**src/design/dmba_pkg.sv**
```systemverilog
// constants, offsets and types shared by the data memory addressing unit
package dmba_pkg;

  localparam int          ADDR_W        = 12;
  localparam int          DATA_W        = 8;
  localparam int          NUM_BANKS     = 16;
  localparam int          NUM_PTR       = 3;

  // access bank: low half from bank 0, high half from the register bank
  localparam logic [3:0]  LOW_BANK      = 4'h0;
  localparam logic [3:0]  SFR_BANK      = 4'hF;

  // implemented banks, one bit per bank
  localparam logic [15:0] BANK_IMPL_DEF = 16'h8003;

  // alias locations of each pointer, 8-aligned blocks in the register bank
  localparam logic [11:0] IND_BASE0     = 12'hFE8;
  localparam logic [11:0] IND_BASE1     = 12'hFE0;
  localparam logic [11:0] IND_BASE2     = 12'hFD8;

  // alias kinds, offset inside an alias block
  localparam logic [2:0]  IND_PLAIN      = 3'h0;
  localparam logic [2:0]  IND_AFTER_DOWN = 3'h1;
  localparam logic [2:0]  IND_AFTER_UP   = 3'h2;
  localparam logic [2:0]  IND_BEFORE_UP  = 3'h3;
  localparam logic [2:0]  IND_INDEXED    = 3'h4;

  // register port indices
  localparam logic [3:0]  REG_BANK_SELECT = 4'h0;
  localparam logic [3:0]  REG_WORKING_ACC = 4'h1;
  localparam logic [3:0]  REG_PTR0_LOW    = 4'h2;
  localparam logic [3:0]  REG_PTR0_HIGH   = 4'h3;
  localparam logic [3:0]  REG_LAST_LOW    = 4'h8;
  localparam logic [3:0]  REG_LAST_HIGH   = 4'h9;

  // reset values
  localparam logic [3:0]  BANK_RST      = 4'h0;
  localparam logic [7:0]  WACC_RST      = 8'h00;
  localparam logic [11:0] PTR_RST       = 12'h000;

  typedef enum logic [1:0] {
    OP_IDLE,
    OP_BANKED,
    OP_FULL,
    OP_LIT_BANK
  } dmba_op_type;

endpackage

```
**src/design/dmba_bank_map.sv**
```systemverilog
// direct address former: bank select, access bank or full address
`timescale 1ns/1ps
`default_nettype none
module dmba_bank_map (
  // address sources
  input  wire logic [3:0]  bank,
  input  wire logic        access_bit,
  input  wire logic [7:0]  file_addr,
  input  wire logic        full_sel,
  input  wire logic [11:0] full_addr,
  // formed address
  output logic      [11:0] addr
);

  wire [3:0]  access_upper;
  wire [11:0] short_addr;

  // low file addresses land in bank 0, upper ones in the register bank
  assign access_upper = file_addr[7] ? dmba_pkg::SFR_BANK : dmba_pkg::LOW_BANK;
  assign short_addr   = access_bit ? {bank, file_addr} : {access_upper, file_addr};
  // the move between files carries its one 12-bit address whole
  assign addr         = full_sel ? full_addr : short_addr;

endmodule
`default_nettype wire

```
**src/design/dmba_pointer.sv**
```systemverilog
// one indirect pointer with byte-wise load and whole-width step
`timescale 1ns/1ps
`default_nettype none
module dmba_pointer #(
  parameter int W = dmba_pkg::ADDR_W
) (
  // clock and reset
  input  wire logic         clock,
  input  wire logic         rstn,
  // byte loads from the register port
  input  wire logic         wr_low,
  input  wire logic         wr_high,
  input  wire logic [7:0]   wdata,
  // steps from indirect accesses
  input  wire logic         step_up,
  input  wire logic         step_down,
  // pointer value
  output logic      [W-1:0] ptr
);

  logic [W-1:0] ptr_reg;
  wire  [W-1:0] stepped;
  wire  [W-1:0] ptr_next;

  // full-width add so the low byte carries into the high part
  assign stepped  = step_up ? ptr_reg + W'(1) :
                    step_down ? ptr_reg - W'(1) : ptr_reg;
  // a load wins over a step for the byte it touches; extra high bits are dropped
  assign ptr_next = {wr_high ? wdata[W-9:0] : stepped[W-1:8],
                     wr_low ? wdata : stepped[7:0]};
  assign ptr      = ptr_reg;

  always_ff @(posedge clock or negedge rstn) begin
    if (!rstn) begin
      ptr_reg <= dmba_pkg::PTR_RST;
    end else begin
      ptr_reg <= ptr_next;
    end
  end

endmodule
`default_nettype wire

```
**src/design/dmba_top.sv**
```systemverilog
// data memory bank addressing unit: direct, access bank and indirect addressing
//
// Contract
// - data memory is split into sixteen banks and the bank select value picks the bank.
// - the low four bank select bits are the top four bits of a banked 12-bit address.
// - the upper four bank select bits read as zero and writes to them are lost.
// - the access bank is the low 128 bytes of bank 0 plus the high 128 bytes of bank 15.
// - the access bit of a file instruction picks the selected bank or the access bank.
// - with the access bit zero the access bank is one seamless 256-byte window.
// - the upper access half reaches the special function registers with no bank change.
// - an unimplemented bank reads as zero and ignores writes.
// - accesses to an unimplemented bank still let the status flags update.
// - each bank spans file addresses 00h to FFh from the 8-bit address field.
// - the file-to-file move uses full 12-bit addresses and ignores the bank select.
// - the move-literal-to-bank instruction loads the bank select from its literal.
// - each of three pointers holds a 12-bit address reached through its alias.
// - each pointer has plain, post-decrement, post-increment, pre-increment and indexed aliases.
// - pointer steps carry across all 12 bits and leave the status flags alone.
// - an indirect access that lands on an alias reads 00h setting zero, or writes as a no-op.
`timescale 1ns/1ps
`default_nettype none
module dmba_top #(
  parameter logic [15:0] BANK_IMPL = dmba_pkg::BANK_IMPL_DEF
) (
  // clock and reset
  input  wire logic                 clock,
  input  wire logic                 rstn,
  // request from the instruction decoder
  input  wire dmba_pkg::dmba_op_type op_kind,
  input  wire logic                 op_write,
  input  wire logic                 op_access_bit,
  input  wire logic [7:0]           op_file_addr,
  input  wire logic [11:0]          op_full_addr,
  input  wire logic [7:0]           op_wdata,
  input  wire logic [7:0]           op_literal,
  // result back to the core
  output logic                      res_valid,
  output logic                      res_read,
  output logic [7:0]                res_rdata,
  output logic                      res_flags_en,
  output logic                      res_zero_set,
  // static data RAM
  output logic [11:0]               ram_addr,
  output logic                      ram_rd,
  output logic                      ram_wr,
  output logic [7:0]                ram_wdata,
  input  wire logic [7:0]           ram_rdata,
  // software register port
  input  wire logic [3:0]           reg_addr,
  input  wire logic [7:0]           reg_wdata,
  input  wire logic                 reg_wr,
  input  wire logic                 reg_rd,
  output logic [7:0]                reg_rdata
);

  localparam int NP = dmba_pkg::NUM_PTR;

  ////////////////////////////////////////////////////////////////////////////
  // functions

  function automatic logic [11:0] alias_base(input int n);
    alias_base = (n == 0) ? dmba_pkg::IND_BASE0 :
                 (n == 1) ? dmba_pkg::IND_BASE1 : dmba_pkg::IND_BASE2;
  endfunction

  // address is one of the five alias slots of pointer n
  function automatic logic alias_hit(input logic [11:0] a, input int n);
    logic [11:0] b;
    b         = alias_base(n);
    alias_hit = (a[11:3] == b[11:3]) && (a[2:0] <= dmba_pkg::IND_INDEXED);
  endfunction

  ////////////////////////////////////////////////////////////////////////////
  // state

  logic [3:0]  bank_reg;
  logic [7:0]  wacc_reg;
  logic [11:0] last_addr_reg;
  logic        last_unimpl_reg;
  logic        last_loop_reg;

  // pipeline toward the RAM and the result
  logic [11:0] ram_addr_reg;
  logic        ram_rd_reg;
  logic        ram_wr_reg;
  logic [7:0]  ram_wdata_reg;
  logic        s1_valid_reg;
  logic        s1_read_reg;
  logic        s1_kill_reg;
  logic        s1_loop_reg;
  logic        s2_valid_reg;
  logic        s2_read_reg;
  logic        s2_kill_reg;
  logic        s2_loop_reg;
  logic        res_valid_reg;
  logic        res_read_reg;
  logic [7:0]  res_rdata_reg;
  logic        res_flags_en_reg;
  logic        res_zero_set_reg;
  logic [7:0]  reg_rdata_reg;

  ////////////////////////////////////////////////////////////////////////////
  // direct address

  wire        op_data;
  wire        op_full;
  wire        op_lit;
  wire [11:0] dir_addr;

  assign op_data = (op_kind == dmba_pkg::OP_BANKED) || (op_kind == dmba_pkg::OP_FULL);
  assign op_full = (op_kind == dmba_pkg::OP_FULL);
  assign op_lit  = (op_kind == dmba_pkg::OP_LIT_BANK);

  dmba_bank_map u_map (
    .bank       (bank_reg),
    .access_bit (op_access_bit),
    .file_addr  (op_file_addr),
    .full_sel   (op_full),
    .full_addr  (op_full_addr),
    .addr       (dir_addr)
  );

  ////////////////////////////////////////////////////////////////////////////
  // indirect pointers

  wire [2:0]  ind_kind;
  wire [NP-1:0] hit;
  wire [11:0] ptr_val [NP];

  assign ind_kind = dir_addr[2:0];

  for (genvar g = 0; g < NP; g++) begin : g_ptr
    wire [3:0] low_idx;
    wire [3:0] high_idx;
    wire       up;
    wire       down;

    assign low_idx  = dmba_pkg::REG_PTR0_LOW + 4'(2 * g);
    assign high_idx = dmba_pkg::REG_PTR0_HIGH + 4'(2 * g);
    assign hit[g]   = op_data && alias_hit(dir_addr, g);
    assign up       = hit[g] && ((ind_kind == dmba_pkg::IND_AFTER_UP) ||
                                 (ind_kind == dmba_pkg::IND_BEFORE_UP));
    assign down     = hit[g] && (ind_kind == dmba_pkg::IND_AFTER_DOWN);

    dmba_pointer #(
      .W (dmba_pkg::ADDR_W)
    ) u_ptr (
      .clock     (clock),
      .rstn      (rstn),
      .wr_low    (reg_wr && (reg_addr == low_idx)),
      .wr_high   (reg_wr && (reg_addr == high_idx)),
      .wdata     (reg_wdata),
      .step_up   (up),
      .step_down (down),
      .ptr       (ptr_val[g])
    );
  end

  wire        is_ind;
  wire [11:0] sel_ptr;
  wire [11:0] index_ext;
  wire [11:0] ind_addr;

  assign is_ind    = |hit;
  assign sel_ptr   = hit[0] ? ptr_val[0] : hit[1] ? ptr_val[1] : ptr_val[2];
  // the accumulator is a signed offset; neither it nor the pointer changes
  assign index_ext = {{4{wacc_reg[7]}}, wacc_reg};
  assign ind_addr  = (ind_kind == dmba_pkg::IND_BEFORE_UP) ? sel_ptr + 12'h001 :
                     (ind_kind == dmba_pkg::IND_INDEXED) ? sel_ptr + index_ext :
                     sel_ptr;

  ////////////////////////////////////////////////////////////////////////////
  // effective address and access checks

  wire [11:0] eff_addr;
  wire        loop_hit;
  wire        unimpl;
  wire        kill;

  assign eff_addr = is_ind ? ind_addr : dir_addr;
  // a pointer aimed back at an alias block never reaches the RAM
  assign loop_hit = is_ind && (alias_hit(eff_addr, 0) || alias_hit(eff_addr, 1) ||
                               alias_hit(eff_addr, 2));
  assign unimpl   = !BANK_IMPL[eff_addr[11:8]];
  assign kill     = loop_hit || unimpl;

  ////////////////////////////////////////////////////////////////////////////
  // bank select and accumulator

  wire [3:0] bank_next;
  wire [7:0] wacc_next;

  // the instruction load wins over a software write in the same cycle
  assign bank_next = op_lit ? op_literal[3:0] :
                     (reg_wr && reg_addr == dmba_pkg::REG_BANK_SELECT) ? reg_wdata[3:0] :
                     bank_reg;
  assign wacc_next = (reg_wr && reg_addr == dmba_pkg::REG_WORKING_ACC) ? reg_wdata : wacc_reg;

  always_ff @(posedge clock or negedge rstn) begin
    if (!rstn) begin
      bank_reg <= dmba_pkg::BANK_RST;
      wacc_reg <= dmba_pkg::WACC_RST;
    end else begin
      bank_reg <= bank_next;
      wacc_reg <= wacc_next;
    end
  end

  ////////////////////////////////////////////////////////////////////////////
  // RAM request stage

  always_ff @(posedge clock or negedge rstn) begin
    if (!rstn) begin
      ram_addr_reg  <= 12'h000;
      ram_rd_reg    <= 1'b0;
      ram_wr_reg    <= 1'b0;
      ram_wdata_reg <= 8'h00;
      s1_valid_reg  <= 1'b0;
      s1_read_reg   <= 1'b0;
      s1_kill_reg   <= 1'b0;
      s1_loop_reg   <= 1'b0;
    end else begin
      ram_addr_reg  <= op_data ? eff_addr : ram_addr_reg;
      ram_rd_reg    <= op_data && !op_write && !kill;
      ram_wr_reg    <= op_data && op_write && !kill;
      ram_wdata_reg <= op_data ? op_wdata : ram_wdata_reg;
      s1_valid_reg  <= op_data;
      s1_read_reg   <= !op_write;
      s1_kill_reg   <= kill;
      s1_loop_reg   <= loop_hit;
    end
  end

  // RAM answers in the cycle after its read strobe
  always_ff @(posedge clock or negedge rstn) begin
    if (!rstn) begin
      s2_valid_reg <= 1'b0;
      s2_read_reg  <= 1'b0;
      s2_kill_reg  <= 1'b0;
      s2_loop_reg  <= 1'b0;
    end else begin
      s2_valid_reg <= s1_valid_reg;
      s2_read_reg  <= s1_read_reg;
      s2_kill_reg  <= s1_kill_reg;
      s2_loop_reg  <= s1_loop_reg;
    end
  end

  ////////////////////////////////////////////////////////////////////////////
  // result stage

  wire [7:0] res_data_next;
  wire       flags_next;

  assign res_data_next = (s2_read_reg && !s2_kill_reg) ? ram_rdata : 8'h00;
  // unimplemented banks keep normal flag behaviour; an alias-loop write does not
  assign flags_next    = s2_read_reg || !s2_loop_reg;

  always_ff @(posedge clock or negedge rstn) begin
    if (!rstn) begin
      res_valid_reg    <= 1'b0;
      res_read_reg     <= 1'b0;
      res_rdata_reg    <= 8'h00;
      res_flags_en_reg <= 1'b0;
      res_zero_set_reg <= 1'b0;
    end else begin
      res_valid_reg    <= s2_valid_reg;
      res_read_reg     <= s2_valid_reg && s2_read_reg;
      res_rdata_reg    <= res_data_next;
      res_flags_en_reg <= s2_valid_reg && flags_next;
      res_zero_set_reg <= s2_valid_reg && s2_read_reg && s2_loop_reg;
    end
  end

  ////////////////////////////////////////////////////////////////////////////
  // last access status and register read port

  always_ff @(posedge clock or negedge rstn) begin
    if (!rstn) begin
      last_addr_reg   <= 12'h000;
      last_unimpl_reg <= 1'b0;
      last_loop_reg   <= 1'b0;
    end else if (op_data) begin
      last_addr_reg   <= eff_addr;
      last_unimpl_reg <= unimpl;
      last_loop_reg   <= loop_hit;
    end
  end

  wire [7:0] rd_mux;
  wire [2:0] rd_ptr;

  assign rd_ptr = 3'((reg_addr - dmba_pkg::REG_PTR0_LOW) >> 1);
  assign rd_mux =
    (reg_addr == dmba_pkg::REG_BANK_SELECT) ? {4'h0, bank_reg} :
    (reg_addr == dmba_pkg::REG_WORKING_ACC) ? wacc_reg :
    (reg_addr == dmba_pkg::REG_LAST_LOW)    ? last_addr_reg[7:0] :
    (reg_addr == dmba_pkg::REG_LAST_HIGH)   ? {2'h0, last_loop_reg, last_unimpl_reg,
                                               last_addr_reg[11:8]} :
    (reg_addr < dmba_pkg::REG_PTR0_LOW || rd_ptr >= 3'(NP)) ? 8'h00 :
    reg_addr[0] ? {4'h0, ptr_val[rd_ptr[1:0]][11:8]} : ptr_val[rd_ptr[1:0]][7:0];

  always_ff @(posedge clock or negedge rstn) begin
    if (!rstn) begin
      reg_rdata_reg <= 8'h00;
    end else begin
      reg_rdata_reg <= reg_rd ? rd_mux : 8'h00;
    end
  end

  ////////////////////////////////////////////////////////////////////////////
  // outputs

  assign ram_addr     = ram_addr_reg;
  assign ram_rd       = ram_rd_reg;
  assign ram_wr       = ram_wr_reg;
  assign ram_wdata    = ram_wdata_reg;
  assign res_valid    = res_valid_reg;
  assign res_read     = res_read_reg;
  assign res_rdata    = res_rdata_reg;
  assign res_flags_en = res_flags_en_reg;
  assign res_zero_set = res_zero_set_reg;
  assign reg_rdata    = reg_rdata_reg;

endmodule
`default_nettype wire

```
**config.mk**
```make
export PLATFORM = sky130hd
export DESIGN_NAME = dmba_top
export DESIGN_NICKNAME = d
export VERILOG_FILES = /design/src/design/dmba_pkg.sv /design/src/design/dmba_bank_map.sv /design/src/design/dmba_pointer.sv /design/src/design/dmba_top.sv
export SDC_FILE = /design/constraint.sdc
export NUM_CORES = 1
export LEC_CHECK = 0
export BUFFER_PORTS_ARGS = -buffer_cell sky130_fd_sc_hd__buf_4
export CAP_MARGIN = 5
export CORE_MARGIN = 4
export CORE_UTILIZATION = 55
export CTS_CLUSTER_DIAMETER = 30
export DETAILED_ROUTE_END_ITERATION = 12
export PLACE_DENSITY_LB_ADDON = 0.25
export SYNTH_ARGS = -nofsm -noshare
export SYNTH_HDL_FRONTEND = slang
export SYNTH_SLANG_ARGS = --single-unit
```
**constraint.sdc**
```tcl
create_clock -name clock -period 6.9 [get_ports clock]
set_clock_uncertainty 0.1 [all_clocks]
set_input_delay 1.38 -clock clock [delete_from_list [all_inputs] [get_ports clock]]
set_output_delay 1.38 -clock clock [all_outputs]
set_load 0.01 [all_outputs]
```
==> run summary <==
Status - complete, no violations
Post-CTS setup buffer count - 0
Sw Share - 0.388
Slew Viols, Final - 0
Via count - 7183
Critical path class - primary input to flip-flop
RSZ-0062 raised after global routing - false
CTS tree - done
Final Instance Area - 0.00890 mm^2
Min-Delay Path Class - flip-flop to flip-flop
Total negative slack - 0 ns
Num rows - 42
Part of the power in registers - 0.376
Leakage - 3.98 nW
Hold path depth - 0
Internal Power - 1.33 mW
Max reg flops - 36
Arrival time worst endpoint - 6.35 ns
Hpwl dp - 17.6 mm
Post-synth EDFFs - 0
Die Ht - 126 um
Max_slew headroom - 0.256
Sequence of cells on the critical path - buf_4 > inv_1 > ha_1 > buf_4 > nand2_1 > o22ai_1 > nand4_2 > nor2_4 > nand3_2 > ha_1 > a21o_1 > a21oi_1 > o21bai_1 > a21oi_1 > o21bai_1 > a211o_1 > a2111oi_0 > o31ai_1 > a21oi_1 > xnor2_1 > o21ai_1
Fin crit share - 0.902
Router iterations before antenna repair - 5
Minimum clock period - 6.23 ns
# clock sinks - 100
Core area - 0.0135 mm^2
DRC violations left - 0
Syn Area/Cell - 8.60 um^2
Cell count after synthesis - 895
Fmax - 161 MHz
Final WL - 23.4 mm
GRT overflow - 0
Crit Path Max Fanout - 22
Peak per-stage delay on the critical path - 0.51 ns
CTS buffer count - 9
RePlAce Congestion - 0.949
Vias in the first global route - 6686
Post-Syn Nets - 1009
Worst Reg-to-Reg Cells - 17
Netlist cell types - 84
First-pass GRT wire length - 36.4 mm
Largest net degree at the start of global routing - 61
ANT cells - 0
Hold_ws - 0.253 ns
Final core utilization - 0.662
Die Width - 126 um
Max Buffers Root-to-Sink - 2
CTS H-tree lvls - 3
CTS Hold Buffers Added - 0
Wire per inst - 20.1 um
Net switching power - 0.843 mW
CP Capture Type - flip-flop
Yosys reg bits - 100
Max-cap violations - 0
Vias per Instance - 6.18
Number of DRC markers in iteration 0 - 745
Combinational share of power - 0.384
Cell Area, Placed - 0.00859 mm^2
Overall routing resource usage - 0.290
Area Growth Syn to Fin - 15.6%
CP Launch Type - primary input
Clk_lat worst skew - 0.36 ns
Port-buffer cells - 101
Clock share of power - 0.240
Req. time, crit path - 7.02 ns
Part of the Yosys area used for sequential elements - 0.325
Initial antenna violation count - 0
Die footprint - 0.0160 mm^2
Yosys warning count - 0
PwrDens - 244 mW/mm^2
Post-Syn Area - 0.00770 mm^2
Share of layout cells above drive strength 1 - 0.180
Worst vdd ir - 138 uV
Synth Flop Type - dfrtp_1
Root Driver - clkbuf_16
Final #Nets - 1096
Cts repair resizes - 0
Synth async-reset ratio - 1.00
Io pins - 106
Final setup vio count - 0
Final Hold Fails - 0
Initial core utilization - 0.572
Tightest Pin Transition - 1.11 ns
CP max-delay cell - a2111oi_0
Worst-path clk slew - 0.08 ns
Antenna-violating nets left - 0
Crit-path most repeated cell - a21oi_1
## area by class of cell
cell class | count | area [um^2]
Timing Repair Buffer | 116 | 871
Multi-Input combinational cell | 728 | 4900
Inverter | 27 | 101
Sequential cell | 100 | 2500
Fill cell | 1167 | 4550
Clock inverter | 7 | 83.8
Clock buffer | 9 | 225
Tap cell | 176 | 220
## power by group through the flow
| stage | clock network, mW | logic, mW | registers, mW |
|---|---|---|---|
| 2_1_floorplan | 0 | 0.605 | 0.773 |
| 3_3_place_gp | 0 | 0.802 | 0.820 |
| 3_5_place_dp | 0 | 0.822 | 0.821 |
| 4_1_cts | 0.529 | 0.828 | 0.810 |
| 5_1_grt | 0.552 | 0.928 | 0.826 |
| 6_report | 0.520 | 0.833 | 0.817 |
## synthesized netlist by cell type (5+ instances only)
cell type	n	area (um^2)
o21ai_1	8	40.0
nand2b_1	6	37.5
buf_1	5	18.8
a22oi_1	7	52.6
mux2i_1	31	310
o21bai_1	15	113
nand3_1	31	155
and2_1	17	106
ha_1	46	576
clkbuf_1	24	90.1
o21ai_0	61	305
mux2_2	28	315
o211ai_1	5	37.5
dfrtp_1	100	2500
o21a_1	9	67.6
a31oi_1	9	56.3
nand2_1	111	417
a221oi_1	7	61.3
o22ai_1	6	37.5
nand4_1	8	50.1
a21o_1	9	67.6
xnor2_1	26	228
xor2_1	12	105
a21oi_1	76	380
or3_1	8	50.1
nor2b_1	14	87.6
nor3_1	10	50.1
nor2_1	81	304
inv_1	26	97.6
## cells by family after synthesis
| kind of cell | Yosys count | share of synthesized area |
|---|---|---|
| AOI/OAI and AO/OA | 264 | 0.225 |
| xor gates and xnor gates | 38 | 0.0432 |
| adders and majority gates | 50 | 0.0852 |
| buffers and inverters | 67 | 0.0387 |
| DFF | 100 | 0.325 |
| muxes | 63 | 0.0915 |
| and+or+nand+nor | 313 | 0.192 |
## routing by layer
layer  vias to the layer above  part of all wire  track usage
met5                         -                 0            0
met4                         0             0.048        0.146
met3                        64             0.085       0.0698
met2                       315              0.45        0.438
met1                      3375              0.42        0.390
li1                       3429                 -            -
## final timing paths
check / from / endpoint / slack [ns]
setup / recovery: op_kind[0] / g_ptr[0].u_ptr.ptr[11] / 0.67
hold / removal: s1_kill_reg / s2_kill_reg / 0.25
setup reg to reg: bank_reg[1] / g_ptr[0].u_ptr.ptr[11] / 2.13
hold reg to reg: s1_kill_reg / s2_kill_reg / 0.25
max in group asynchronous: rstn / last_addr_reg[6] / 4.65
min in group asynchronous: rstn / g_ptr[1].u_ptr.ptr[5] / 0.90
## through the flow
step                setup slack (ns)  power, mW  std cells
global placement               0.426       1.62       1147
CTS                            0.730       2.17       1163
floorplan                       1.17       1.38        895
global route                   0.332       2.31       1163
finish                         0.673       2.17       1163
detailed placement             0.365       1.64       1147
## cells in the final DEF (no fill, tap or decap), types with 26 or more instances in the layout
cell	synthesis	layout
a21oi_1	76	76
buf_4	3	116
dfrtp_1	100	100
ha_1	46	46
inv_1	26	26
mux2_2	28	28
mux2i_1	31	31
nand2_1	111	111
nand3_1	31	31
nor2_1	81	81
o21ai_0	61	61
xnor2_1	26	26
## worst max-delay path, delay by kind of cell
kind / cells / cell delay (ns)
compound gates: 11 / 2.33
buf+inv: 3 / 0.48
fa+ha+maj: 2 / 0.82
xor+xnor: 1 / 0.16
simple gates: 4 / 1.18
(Power assumes the default switching activity.)
